## src/hdl/asc_defines.svh

```systemverilog
// timing counts and field widths for the async sram host controller
// assumes a 10 MHz reference clock (100 ns period)
`ifndef ASC_DEFINES_SVH
`define ASC_DEFINES_SVH
`define ASC_CLK_PERIOD_NS            100
`define ASC_ADDR_W                   18
`define ASC_DATA_W                   16
// times in ns as printed
`define ASC_READ_CYCLE_MIN_NS        20
`define ASC_ADDRESS_TO_DATA_DELAY_NS 20
`define ASC_WRITE_CYCLE_MIN_NS       20
`define ASC_WRITE_PULSE_MIN_NS       12
`define ASC_WRITE_PULSE_OE_NS        17
`define ASC_WRITE_DATA_SETUP_NS      9
`define ASC_ADDR_SETUP_END_NS        12
// least times round up, never below one cycle
`define ASC_CEIL_CYC(ns) (((ns) + `ASC_CLK_PERIOD_NS - 1) / `ASC_CLK_PERIOD_NS)
`define ASC_MAX1(x) (((x) < 1) ? 1 : (x))
`define ASC_WR_PULSE_CYC `ASC_MAX1(`ASC_CEIL_CYC(`ASC_WRITE_PULSE_OE_NS))
`define ASC_RD_WAIT_CYC  `ASC_MAX1(`ASC_CEIL_CYC(`ASC_ADDRESS_TO_DATA_DELAY_NS))
`define ASC_CYCLE_CYC    `ASC_MAX1(`ASC_CEIL_CYC(`ASC_READ_CYCLE_MIN_NS))
`endif

```

## src/hdl/asc_pkg.sv

```systemverilog
// types for the async sram host controller
package asc_pkg;
    typedef enum logic [4:0] {
        ASC_IDLE  = 5'h01,
        ASC_RSET  = 5'h02,
        ASC_RWAIT = 5'h04,
        ASC_WPUL  = 5'h08,
        ASC_GAP   = 5'h10
    } asc_state_t;
endpackage

```

## src/hdl/asc_host.sv

```systemverilog
// host controller driving a 256K x 16 async sram with byte lanes
// assumes a 10 MHz clock; one access at a time from the user port
`timescale 1ns/1ns
`include "asc_defines.svh"
// Function
// - write happens only while select, a lane and write enable overlap
// - write begins with all three valid, ends when any releases
// - data setup and hold measured from the write-ending edge
// - write data valid 9 ns before write end, hold 0 ns
// - write data stays stable at least 0 ns after write end
// - address valid at least 12 ns before write end
// - address unchanged at least 0 ns after write end
// - lane selects low at least 12 ns before write end
// - write enable pulse at least 17 ns when output enable low
// - cycle with outputs on is release delay plus data setup
// - address valid no later than chip select falling
module asc_host
    import asc_pkg::*;
(
    input  wire logic                   i_ref_clk,
    input  wire logic                   i_rst,
    input  wire logic                   i_ce,
    input  wire logic                   i_req_valid,
    input  wire logic                   i_req_write,
    input  wire logic [`ASC_ADDR_W-1:0] i_req_addr,
    input  wire logic [`ASC_DATA_W-1:0] i_req_wdata,
    input  wire logic [1:0]             i_req_lanes,
    output logic                        o_req_ready,
    output logic                        o_rsp_valid,
    output logic [`ASC_DATA_W-1:0]      o_rsp_rdata,
    output logic [`ASC_ADDR_W-1:0]      o_sram_addr,
    output logic                        o_chip_select_n,
    output logic                        o_write_enable_n,
    output logic                        o_output_enable_n,
    output logic                        o_low_lane_select_n,
    output logic                        o_high_lane_select_n,
    input  wire logic [`ASC_DATA_W-1:0] i_sram_dq,
    output logic [`ASC_DATA_W-1:0]      o_sram_dq,
    output logic                        o_sram_dq_oe_n
);
    localparam logic [3:0] WR_CYC  = 4'(`ASC_WR_PULSE_CYC);
    localparam logic [3:0] RD_CYC  = 4'(`ASC_RD_WAIT_CYC + 2);
    localparam logic [3:0] GAP_CYC = 4'(`ASC_CYCLE_CYC);

    asc_state_t                 state_r;
    asc_state_t                 state_nxt;
    logic [3:0]                 cnt_r;
    logic                       is_write_r;
    logic [1:0]                 lanes_r;
    logic [`ASC_DATA_W-1:0]     dq_sync;
    logic [1:0]                 lanes_sel;
    logic                       take;
    logic                       rd_done;

    // lane mask to active-low select pair
    function automatic logic [1:0] lane_sel_n(input logic [1:0] lanes);
        lane_sel_n = ~lanes;
    endfunction

    // pins are driven active in the write pulse and read states, not in the gap
    function automatic logic access_on(input asc_state_t st);
        access_on = (st == ASC_WPUL) || (st == ASC_RSET) || (st == ASC_RWAIT);
    endfunction

    // read data passes two flops since the pins are asynchronous
    asc_sync2 #(.W(`ASC_DATA_W)) u_sync (
        .i_ref_clk (i_ref_clk),
        .i_rst     (i_rst),
        .i_ce      (i_ce),
        .i_d       (i_sram_dq),
        .o_q       (dq_sync)
    );

    assign o_req_ready = (state_r == ASC_IDLE) && (i_req_lanes != 2'h0);
    assign take        = i_req_valid && o_req_ready;
    assign rd_done     = (state_r == ASC_RWAIT) && (cnt_r == 4'h0) && !is_write_r;

    // lanes come from the request on the accept edge and from the latch after it;
    // the latch alone would select the previous access's lanes for one cycle
    assign lanes_sel = (state_r == ASC_IDLE) ? i_req_lanes : lanes_r;

    always_comb begin
        state_nxt = state_r;
        case (state_r)
            ASC_IDLE: begin
                if (i_req_valid && o_req_ready) begin
                    state_nxt = i_req_write ? ASC_WPUL : ASC_RSET;
                end
            end
            ASC_RSET:  state_nxt = ASC_RWAIT;
            ASC_RWAIT: if (cnt_r == 4'h0) state_nxt = ASC_GAP;
            ASC_WPUL:  if (cnt_r == 4'h0) state_nxt = ASC_GAP;
            ASC_GAP:   if (cnt_r == 4'h0) state_nxt = ASC_IDLE;
            default:   state_nxt = ASC_IDLE;
        endcase
    end

    always_ff @(posedge i_ref_clk) begin
        if (i_rst) begin
            state_r <= ASC_IDLE;
        end else if (i_ce) begin
            state_r <= state_nxt;
        end
    end

    // counter: one write pulse of whole 100 ns cycles covers 12/17 ns
    always_ff @(posedge i_ref_clk) begin
        if (i_rst) begin
            cnt_r <= 4'h0;
        end else if (i_ce) begin
            if (state_r == ASC_IDLE && state_nxt == ASC_WPUL) begin
                cnt_r <= WR_CYC - 4'h1;
            end else if (state_r == ASC_RSET) begin
                cnt_r <= RD_CYC - 4'h1;
            end else if (state_r != ASC_GAP && state_nxt == ASC_GAP) begin
                cnt_r <= GAP_CYC - 4'h1;
            end else if (cnt_r != 4'h0) begin
                cnt_r <= cnt_r - 4'h1;
            end
        end
    end

    // address and write data latched at accept and held through the gap
    always_ff @(posedge i_ref_clk) begin
        if (i_rst) begin
            o_sram_addr <= '0;
            o_sram_dq   <= '0;
        end else if (i_ce && take) begin
            o_sram_addr <= i_req_addr;
            o_sram_dq   <= i_req_wdata;
        end
    end

    // request kind and lane mask kept for the rest of the access
    always_ff @(posedge i_ref_clk) begin
        if (i_rst) begin
            lanes_r    <= 2'h0;
            is_write_r <= 1'b0;
        end else if (i_ce && take) begin
            lanes_r    <= i_req_lanes;
            is_write_r <= i_req_write;
        end
    end

    // the write ends by write enable, chip select and lanes rising at one edge
    always_ff @(posedge i_ref_clk) begin
        if (i_rst) begin
            o_chip_select_n  <= 1'b1;
            o_write_enable_n <= 1'b1;
        end else if (i_ce) begin
            o_chip_select_n  <= ~access_on(state_nxt);
            o_write_enable_n <= ~(state_nxt == ASC_WPUL);
        end
    end

    // output enable stays high through writes, so no stale read data meets them;
    // only reads open the device buffers
    always_ff @(posedge i_ref_clk) begin
        if (i_rst) begin
            o_output_enable_n <= 1'b1;
        end else if (i_ce) begin
            o_output_enable_n <= ~(state_nxt == ASC_RSET || state_nxt == ASC_RWAIT);
        end
    end

    // lane selects stand for the whole pulse, leading the write end by a cycle
    always_ff @(posedge i_ref_clk) begin
        if (i_rst) begin
            o_high_lane_select_n <= 1'b1;
            o_low_lane_select_n  <= 1'b1;
        end else if (i_ce) begin
            if (access_on(state_nxt)) begin
                {o_high_lane_select_n, o_low_lane_select_n} <= lane_sel_n(lanes_sel);
            end else begin
                o_high_lane_select_n <= 1'b1;
                o_low_lane_select_n  <= 1'b1;
            end
        end
    end

    // data stays driven one cycle past write enable rising for the hold
    always_ff @(posedge i_ref_clk) begin
        if (i_rst) begin
            o_sram_dq_oe_n <= 1'b1;
        end else if (i_ce) begin
            o_sram_dq_oe_n <= !(state_nxt == ASC_WPUL || state_r == ASC_WPUL);
        end
    end

    // one-cycle answer strobe as the read wait runs out
    always_ff @(posedge i_ref_clk) begin
        if (i_rst) begin
            o_rsp_valid <= 1'b0;
        end else if (i_ce) begin
            o_rsp_valid <= rd_done;
        end
    end

    // read capture after synchroniser latency; unselected lanes read zero
    always_ff @(posedge i_ref_clk) begin
        if (i_rst) begin
            o_rsp_rdata <= '0;
        end else if (i_ce && rd_done) begin
            o_rsp_rdata <= dq_sync & {{8{lanes_r[1]}}, {8{lanes_r[0]}}};
        end
    end
endmodule

```

## src/hdl/asc_sync2.sv

```systemverilog
// two-flop synchroniser for the sram data pins
// assumes the pins are asynchronous to i_ref_clk
`timescale 1ns/1ns
module asc_sync2 #(
    parameter int W = 16
) (
    input  wire logic         i_ref_clk,
    input  wire logic         i_rst,
    input  wire logic         i_ce,
    input  wire logic [W-1:0] i_d,
    output logic      [W-1:0] o_q
);
    logic [W-1:0] meta_r;
    always_ff @(posedge i_ref_clk) begin
        if (i_rst) begin
            meta_r <= '0;
            o_q    <= '0;
        end else if (i_ce) begin
            meta_r <= i_d;
            o_q    <= meta_r;
        end
    end
endmodule

```

## config.mk

```make
export PLATFORM = sky130hd
export DESIGN_NAME = asc_host
export DESIGN_NICKNAME = d
export VERILOG_FILES = /design/src/hdl/asc_pkg.sv /design/src/hdl/asc_host.sv /design/src/hdl/asc_sync2.sv
export VERILOG_INCLUDE_DIRS = /design/src /design/src/hdl
export SDC_FILE = /design/constraint.sdc
export NUM_CORES = 1
export LEC_CHECK = 0
export BUFFER_PORTS_ARGS = -buffer_cell sky130_fd_sc_hd__buf_2
export CORE_UTILIZATION = 36
export DETAILED_ROUTE_END_ITERATION = 10
export PLACE_DENSITY = 0.63
export SLEW_MARGIN = 20
export SYNTH_ARGS = -nofsm -noshare
export SYNTH_HDL_FRONTEND = slang
export SYNTH_SLANG_ARGS = --single-unit
export TNS_END_PERCENT = 30
```

## constraint.sdc

```tcl
create_clock -name i_ref_clk -period 1.8 [get_ports i_ref_clk]
set_input_delay 0.18 -clock i_ref_clk [delete_from_list [all_inputs] [get_ports i_ref_clk]]
set_output_delay 0.18 -clock i_ref_clk [all_outputs]
set_load 0.03 [all_outputs]
```

==> results_dict.tcl, run 1 <==
set metrics [dict create \
    ant_nets 0 \
    max_stage_delay_ns 0.40 \
    hold_path_class "input port to flop" \
    reg2reg_slack_ns 0.14 \
    drt_first_iter_violations 163 \
    antenna_found_initial 0 \
    cts_setup_buffers 0 \
    setup_viol 0 \
    cap_violations 0 \
    vdd_ir_drop_max_uv 459 \
    synth.ff_latch_count 101 \
    slew_headroom_pct 68.1 \
    seq_area_sq_um 2030 \
    yosysWarnings 0 \
    worstPathRequired_ns 1.62 \
    first_pass_iters 4 \
    worst_pin_slew_ns 0.476 \
    grt.overflow.total 0 \
    utilization_pct 46.2 \
    cts_tree "yes" \
    multi_input_area_sq_um 1750 \
    cts_hold_buf 0 \
    die-area_sq_um 11500 \
    crit_path_end_kind "output port" \
    cts_buffer_depth 2 \
    n_antenna_cell 0 \
    wl_per_cell_um 12.9 \
    fp.dieH_um 107 \
    layout-drive-gt1-share_pct 26.7 \
    fin_crit_sh_pct 94.8 \
    power_density_nw_per_um2 932 \
    synth_edf_count 0 \
    synth_fp_nets 520 \
    status "finished, final reports clean" \
    setup_tns_ns 0 \
    io_pins 115 \
    cpMaxStageDelayCell "or3_4" \
    coreArea_sq_um 10500 \
    grt_pass1_vias 3148 \
    dpl.hpwl_mm 6.28 \
    syn_avg_cell_area_sq_um 8.62 \
    clock.fmax_ghz 0.586 \
    area_growth_pct 22.1 \
    syn_inst 461 \
    root_buffer "clkbuf_8" \
    grt_util_all_layers_pct 16.3 \
    n_fill_cell 1043 \
    clock_latency_ns 0.37 \
    synthesis.area_sq_um 3970 \
    power.leakage_nw 2.11 \
    final_nets 621 \
    cts.sinks 101 \
    viasPerCell 4.88 \
    synth-seq-area-share_pct 50.9 \
    worst_setup_path_start_kind "flop" \
    hold_violations 0 \
    path_class "flop to output port" \
    grt_max_degree 95 \
    ys.flop_type "dfxtp_1" \
    via_count 3425 \
    start_util_pct 37.8 \
    ys_types 41 \
    gp_congestion 0.832 \
    grt_pass1_wl_mm 14.8 \
    final_max_slew_viol_count 0 \
    crit_fanout 9 \
    dieWidth_um 107 \
    port_buffers 114 \
    wirelength_mm 9.08 \
    synthArstFlopShare_pct 0 \
    h-tree-depth 3 \
    drc_errors 0 \
    path_cells "or3_4 -> nor3_4 -> buf_4" \
    skew_ns 0.0110 \
    cp.arrival_ns 1.53 \
    path_clk_slew_ns 0.09 \
    post-route-min-period_ns 1.71 \
    rsz0062_at_grt "no" \
    rows 37 \
    cts_buffers 9 \
]
==> cell usage in the layout, fill, tap and decap left out, types with 2 or more instances in the layout <==
cell and count:
clkbuf_8 10, a31oi_1 5, nor3_4 2, clkinv_4 2
o211ai_1 4, o21a_1 2, a21oi_2 3, mux2i_1 34
dfxtp_1 99, xor2_1 2, and3_1 3, buf_12 4
a21oi_1 61, nand3_1 28, nand4_1 5, inv_1 7
a41oi_1 2, buf_2 112, nor2_1 43, o21ai_0 8
nand2b_1 2, nand2_1 95, ha_1 2, buf_4 9
clkbuf_1 2
==> area by class of cell <==
type / instances / area share, %
Sequential cell: 101 / 41.8
Tap cell: 136 / 3.51
Clock inverter: 3 / 0.464
Inverter: 7 / 0.541
Timing Repair Buffer: 125 / 14.6
Multi-Input combinational cell: 318 / 36.1
Clock buffer: 12 / 2.99
==> logic make-up after synthesis <==
| family | share of synthesized area [%] |
|---|---|
| and+or+nand+nor | 21.4 |
| DFF | 50.9 |
| AOI/OAI and AO/OA | 12.7 |
| buffers and inverters | 5.38 |
| muxes | 8.56 |
| xor gates and xnor gates | 0.441 |
| adders and majority gates | 0.630 |
==> Yosys cell counts (2+ instances only) <==
master	number	area share (%)
dfxtp_1	101	51
nand2_1	95	9.0
a21oi_1	61	7.7
nor2_1	43	4.1
mux2i_1	34	8.6
nand3_1	28	3.5
clkbuf_1	16	1.5
buf_2	9	1.1
o21ai_0	8	1.0
inv_1	7	0.66
a31oi_1	5	0.79
buf_6	5	1.4
nand4_1	5	0.79
o211ai_1	4	0.76
a21oi_2	3	0.66
and3_1	3	0.47
buf_1	3	0.28
a41oi_1	2	0.44
buf_4	2	0.38
ha_1	2	0.63
nand2b_1	2	0.31
o21a_1	2	0.38
or3_1	2	0.31
xor2_1	2	0.44
==> path summary, 6_finish.rpt <==
path,to,cells after the start,from
setup / recovery,o_req_ready,3,state_r[2]$_SDFFE_PP0P_
hold / removal,o_sram_dq[13]$_SDFFE_PP0P_,3,i_req_wdata[13]
setup reg to reg,o_rsp_rdata[15]$_SDFFE_PP0P_,7,cnt_r[0]$_SDFFE_PP0P_
hold reg to reg,o_sram_addr[13]$_SDFFE_PP0P_,2,o_sram_addr[13]$_SDFFE_PP0P_
==> report_power, final <==
group | internal, mW | switching [mW] | total, mW
sequential | 2.35 | 0.0949 | 2.45
clock | 0.537 | 0.733 | 1.27
combinational | 0.316 | 0.491 | 0.807
==> registers in the layout (all words and copies together), names as in the netlist <==
register and cells:
cnt_r 4, o_low_lane_select_n 1, o_rsp_valid 1, o_rsp_rdata 16
o_high_lane_select_n 1, o_sram_addr 18, u_sync.meta_r 16, o_write_enable_n 1
o_output_enable_n 1, state_r 5, is_write_r 1, u_sync.o_q 16
o_sram_dq 16, o_chip_select_n 1, lanes_r 2, o_sram_dq_oe_n 1
==> stage by stage <==
stage | area, sq um | total power [mW] | hold slack, ns | cells | worst slack (ns)
after floorplan | 3970 | 3.06 | 0.316 | 461 | 0.0531
after global placement | 4660 | 3.27 | 0.414 | 687 | 0.253
after detailed placement | 4660 | 3.30 | 0.423 | 687 | 0.172
after CTS | 4840 | 4.60 | 0.0164 | 702 | 0.0114
after global routing | 4850 | 4.79 | 0.0214 | 702 | 0.00329
final | 4850 | 4.53 | 0.0419 | 702 | 0.0932
==> critical path: cells and delay by family (launching register included) <==
kind,cells,cell delay [ns]
buffers and inverters,1,0.18
and+or+nand+nor,2,0.59
DFF,1,0.39
==> repair_timing <==
action                                  in CTS  in global routing
gates resized for setup                      4                  3
gates cloned                                 0                  0
endpoints found under the setup margin       1                  1
==> per-layer routing <==
layer | track usage, % | part of all wire [%] | routed length, um
met4 | 4.40 | 0.53 | 48
met1 | 20.0 | 47 | 4240
met2 | 27.2 | 46 | 4210
met5 | 0 | 0 | 0
met3 | 5.53 | 6.3 | 574
Note: power is estimated with default switching activity, not from simulation.
==> run 2: changes to the inputs <==
--- a/config.mk
+++ b/config.mk
@@ -8,10 +8,12 @@
 export LEC_CHECK = 0
 export BUFFER_PORTS_ARGS = -buffer_cell sky130_fd_sc_hd__buf_2
 export CORE_UTILIZATION = 36
+export CTS_CLUSTER_SIZE = 25
 export DETAILED_ROUTE_END_ITERATION = 10
 export PLACE_DENSITY = 0.63
 export SLEW_MARGIN = 20
 export SYNTH_ARGS = -nofsm -noshare
 export SYNTH_HDL_FRONTEND = slang
+export SYNTH_HIERARCHICAL = 1
 export SYNTH_SLANG_ARGS = --single-unit
 export TNS_END_PERCENT = 30
==> run 2 against run 1 <==
  * The run now ends with setup timing left
  * Highest routed layer is now met5
  * Combinational power grew 62%
  * Clock-buffer cell count fell by 1
  * Register-to-register slack worse by 0.22 ns
  * Routed wire length up 13%
==> results_dict.tcl, run 2 <==
set metrics [dict create \
    final_common_cell "buf_2" \
    skew_ns 0.00884 \
    power_mw 5.08 \
    worstPathRequired_ns 2.10 \
    yosys.area_share.simple_pct 21.7 \
    grt_pass1_wl_mm 16.6 \
    via_count 3600 \
    rows 38 \
    synth.largest_area_cell "dfxtp_1" \
    setup_viol 16 \
    utilization_pct 47.9 \
    path_class "flop to flop" \
    synthXorXnorAreaFrac_pct 0.219 \
    multi_input_area_sq_um 1950 \
    status "finished with violations" \
    fp.dieH_um 107 \
    power.leakage_nw 2.16 \
    synth_fp_nets 508 \
    final_nets 636 \
    area_growth_pct 29.7 \
    cts_buffers 9 \
    seq_area_sq_um 2020 \
    ys_types 46 \
    gp_congestion 0.885 \
    coreArea_sq_um 10800 \
    hold_violations 0 \
    yosys-top-cells-count "101 x dfxtp_1, 100 x nand2_1, 57 x a21oi_1" \
    synth_edf_count 0 \
    crit_fanout 8 \
    grt_pass1_vias 3469 \
    violations "setup timing" \
    synthAdderAreaFrac_pct 0.626 \
    crit_path_end_kind "flop" \
    wirelength_mm 10.2 \
    die-area_sq_um 11500 \
    dpl_cell_area_sq_um 4770 \
    synth-compound-area-share_pct 12.8 \
    drt_first_iter_violations 202 \
    synth_top_family_by_area "simple AND/OR/NAND/NOR gates" \
    grt.overflow.total 0 \
    synth-seq-area-share_pct 50.5 \
    setup_tns_ns -0.801 \
    hold_path_class "input port to flop" \
    port_buffers 114 \
    dp_slack_ns -0.0764 \
    cts.sinks 101 \
    cts_hold_buf 0 \
    layout-drive-gt1-share_pct 35.6 \
    slew_headroom_pct 65.2 \
    largest_register_ffs 18 \
    cts_tree "yes" \
    cap_violations 0 \
    path_clk_slew_ns 0.09 \
    cp.arrival_ns 2.18 \
    synthArstFlopShare_pct 0 \
    ys.flop_type "dfxtp_1" \
    drc_errors 0 \
    final_max_slew_viol_count 0 \
    h-tree-depth 3 \
    cts_buffer_depth 2 \
    post-route-min-period_ns 1.88 \
    worst_pin_slew_ns 0.516 \
    layout_common_cells "112 x buf_2, 99 x dfxtp_1, 94 x nand2_1" \
    start_util_pct 36.9 \
    n_fill_cell 1078 \
    syn_avg_cell_area_sq_um 8.91 \
    vdd_ir_drop_max_uv 585 \
    largest_register "o_sram_addr" \
    worst_slack_ns -0.0805 \
    grt_util_all_layers_pct 18.3 \
    postLayoutCellArea_sq_um 5190 \
    synthesis.area_sq_um 4000 \
    power_density_nw_per_um2 979 \
    fin_crit_sh_pct 104 \
    grt_max_degree 49 \
    wl_per_cell_um 14.1 \
    antenna_found_initial 1 \
    clock.fmax_ghz 0.532 \
    synth_top_area_share_pct 50.5 \
    rsz0062_at_grt "yes" \
    n_antenna_cell 0 \
    clock_latency_ns 0.37 \
    viasPerCell 4.99 \
    dpl.hpwl_mm 6.90 \
    syn_inst 449 \
    synth.ff_latch_count 101 \
    first_pass_iters 5 \
    ant_nets 0 \
    synth.area.mux_share_pct 8.76 \
    dieWidth_um 107 \
    io_pins 115 \
    yosysMostFrequentCell "dfxtp_1" \
    yosysWarnings 6 \
    root_buffer "clkbuf_8" \
    worst_setup_path_start_kind "flop" \
    synth_area_leaders "dfxtp_1 51%, nand2_1 9.4%, mux2i_1 8.8%, a21oi_1 7.1%, nor2_1 3.8%" \
]
run 2: stage by stage:
step | instances | hold slack [ns]
6_report | 722 | 0.0449
5_1_grt | 722 | 0.0231
4_1_cts | 721 | 0.0288
3_5_place_dp | 700 | 0.421
3_3_place_gp | 700 | 0.418
2_1_floorplan | 449 | 0.252
run 2: logic make-up after synthesis:
logic type / Yosys count
and+or+nand+nor: 192
DFF: 101
AOI/OAI and AO/OA: 85
muxes: 35
buffers and inverters: 33
adders and majority gates: 2
xor gates and xnor gates: 1
run 2: layer usage:
metal	global-route usage [%]	vias to the layer above	part of all wire [%]	wire, um
met1	23.4	1661	45	4610
met2	29.1	119	46	4700
met5	0	-	0.13	13
li1	-	1803	-	-
met3	6.11	15	7.5	771
met4	5.19	2	1.2	122
run 2: worst paths after layout:
check	startpoint	end	slack, ns	depth (start not counted)
min	i_req_wdata[5]	o_sram_dq[5]$_SDFFE_PP0P_	0.04	3
min reg2reg	o_sram_addr[12]$_SDFFE_PP0P_	o_sram_addr[12]$_SDFFE_PP0P_	0.45	2
max reg2reg	cnt_r[0]$_SDFFE_PP0P_	o_rsp_rdata[2]$_SDFFE_PP0P_	-0.08	8
max	cnt_r[0]$_SDFFE_PP0P_	o_rsp_rdata[2]$_SDFFE_PP0P_	-0.08	8
run 2: critical path: stages (launching register included):
cell     delay [ns]
dfxtp_2        0.34
inv_2          0.08
ha_4           0.13
or3b_4         0.41
buf_6          0.14
nor4_4         0.28
buf_6          0.19
nand3_1        0.11
a21oi_2        0.15
run 2: cell type report:
class	count	area share (%)
Clock buffer	11	2.73
Tap cell	140	3.38
Clock inverter	5	0.699
Timing Repair Buffer	144	16.4
Inverter	4	0.289
Multi-Input combinational cell	317	37.5
Sequential cell	101	39.0
run 2: timing repair:
action                     in CTS  in global routing
pin swaps                      22                  8
cloned                          2                  0
gates resized for setup        29                 20
setup buffers                   3                  1
setup endpoints to repair      18                 60
run 2: power by group:
group	internal, mW	leakage [nW]	switching (mW)
clock	0.541	0.0815	0.773
sequential	2.36	0.824	0.0902
combinational	0.618	1.26	0.693
==> run 3: changes to the inputs <==
--- a/config.mk
+++ b/config.mk
@@ -7,8 +7,8 @@
 export NUM_CORES = 1
 export LEC_CHECK = 0
 export BUFFER_PORTS_ARGS = -buffer_cell sky130_fd_sc_hd__buf_2
+export CORE_ASPECT_RATIO = 2
 export CORE_UTILIZATION = 36
-export CTS_CLUSTER_SIZE = 25
 export DETAILED_ROUTE_END_ITERATION = 10
 export PLACE_DENSITY = 0.63
 export SLEW_MARGIN = 20
==> constraint.sdc (replaced) <==
create_clock -name i_ref_clk -period 2.27 [get_ports i_ref_clk]
set_input_delay 0.227 -clock i_ref_clk [delete_from_list [all_inputs] [get_ports i_ref_clk]]
set_output_delay 0.227 -clock i_ref_clk [all_outputs]
set_load 0.03 [all_outputs]
==> run 3 against run 2 <==
  * The run now ends clean
  * Routed wire length shrank 5.4%
  * Clock power is 11% higher
  * Sequential share of layout area up 2.0 points
  * Worst hold slack better by 0.076 ns
  * Register-to-register slack gained 0.25 ns
  * Die area increased by 0.22%
  * Clock-buffer cell count down 2
==> results_dict.tcl, run 3 (same netlist as run 2, synthesis figures left out) <==
set metrics [dict create \
    status "finished, final reports clean" \
    drt_first_iter_violations 169 \
    dieWidth_um 76.5 \
    worst_pin_slew_ns 0.629 \
    post-route-min-period_ns 2.10 \
    hold_path_class "input port to flop" \
    port_buffers 114 \
    vdd_ir_drop_max_uv 515 \
    worst_setup_path_start_kind "flop" \
    via_count 3473 \
    dr_wl_met2_mm 5.13 \
    max_stage_delay_ns 0.67 \
    clock_latency_ns 0.33 \
    skew_ns 0.00559 \
    grt_pass1_wl_mm 15.2 \
    largest_register_ffs 18 \
    cts_buffer_depth 2 \
    worst_slack_ns 0.172 \
    fp.dieH_um 151 \
    seq_area_sq_um 2020 \
    area_growth_pct 23.1 \
    cpMaxStageDelayCell "or4_4" \
    setup_viol 0 \
    root_buffer "clkbuf_16" \
    largest_register "o_sram_addr" \
    grt_pass1_vias 3205 \
    grt_max_degree 60 \
    multi_input_area_sq_um 1780 \
    antenna_found_initial 0 \
    dpl.hpwl_mm 6.96 \
    cp.arrival_ns 2.29 \
    n_antenna_cell 0 \
    path_clk_slew_ns 0.07 \
    cts_buffers 9 \
    final_nets 614 \
    crit_fanout 17 \
    h-tree-depth 3 \
    wl_per_cell_um 13.9 \
    io_pins 115 \
    layout_common_cells "113 x buf_2, 101 x dfxtp_1, 100 x nand2_1" \
    rows 54 \
    cts.sinks 101 \
    dp_slack_ns 0.191 \
    worstPathRequired_ns 2.46 \
    ant_nets 0 \
    top_layer_used "met4" \
    die-area_sq_um 11600 \
    n_fill_cell 1081 \
    start_util_pct 36.8 \
    gp_congestion 0.863 \
    crit_path_end_kind "flop" \
    coreArea_sq_um 10900 \
    hold_violations 0 \
    cap_violations 0 \
    setup_tns_ns 0 \
    grt.overflow.total 0 \
    final_common_cell "buf_2" \
    met1_length_mm 3.88 \
    power_density_nw_per_um2 850 \
    final_max_slew_viol_count 0 \
    cts_setup_buffers 0 \
    fin_hold_ws_ns 0.121 \
    grt_util_all_layers_pct 16.8 \
    layout-drive-gt1-share_pct 26.8 \
    cts_tree "yes" \
    drc_errors 0 \
    rsz0062_at_grt "no" \
    path_cells "inv_1 -> ha_1 -> or3b_2 -> or4_4 -> nand2_1 -> a21oi_1" \
    postCtsResizedCells 0 \
    cts_hold_buf 0 \
    viasPerCell 4.98 \
    clock.fmax_ghz 0.477 \
    power_mw 4.19 \
    power.leakage_nw 2.08 \
    wl_met3_um 361 \
    wirelength_mm 9.67 \
    slew_headroom_pct 58.1 \
    first_pass_iters 4 \
    path_class "flop to flop" \
    fin_crit_sh_pct 92.4 \
]
[run 3: stage by stage]
stage	util [%]	std cells	area, sq um
4_1_cts	45.2	697	4910
2_1_floorplan	-	449	4000
3_3_place_gp	42.6	684	4640
6_report	45.3	697	4920
3_5_place_dp	42.6	684	4640
5_1_grt	45.3	697	4920
[run 3: area by class of cell]
type,count,share of cell area [%]
Clock buffer,9,4.57
Clock inverter,4,1.04
Inverter,4,0.305
Multi-Input combinational cell,315,36.1
Sequential cell,101,41.1
Tap cell,140,3.56
Timing Repair Buffer,124,13.4
[run 3: path summary, 6_finish.rpt]
path | from | end | slack [ns] | depth (start not counted)
worst min register to register | o_sram_addr[11]$_SDFFE_PP0P_ | o_sram_addr[11]$_SDFFE_PP0P_ | 0.45 | 2
worst max register to register | cnt_r[0]$_SDFFE_PP0P_ | o_rsp_rdata[15]$_SDFFE_PP0P_ | 0.17 | 6
worst max-delay path | cnt_r[0]$_SDFFE_PP0P_ | o_rsp_rdata[15]$_SDFFE_PP0P_ | 0.17 | 6
worst min-delay path | i_req_addr[4] | o_sram_addr[4]$_SDFFE_PP0P_ | 0.12 | 3
[run 3: metal layers]
layer	track usage, %	up-vias
met4	9.71	0
met3	2.59	19
met1	18.3	1614
met5	0	-
met2	30.5	90
li1	-	1750
[run 3: critical path, delay by kind of cell (launching register included)]
family / cells / cell delay (ns)
DFF: 1 / 0.35
AOI/OAI and AO/OA: 1 / 0.06
and+or+nand+nor: 3 / 1.31
buffers and inverters: 1 / 0.09
adders and majority gates: 1 / 0.15
[run 3: power by group]
group	switching [mW]	internal [mW]
registers	0.0825	1.87
clock network	0.619	0.837
logic	0.446	0.328
total	1.15	3.04
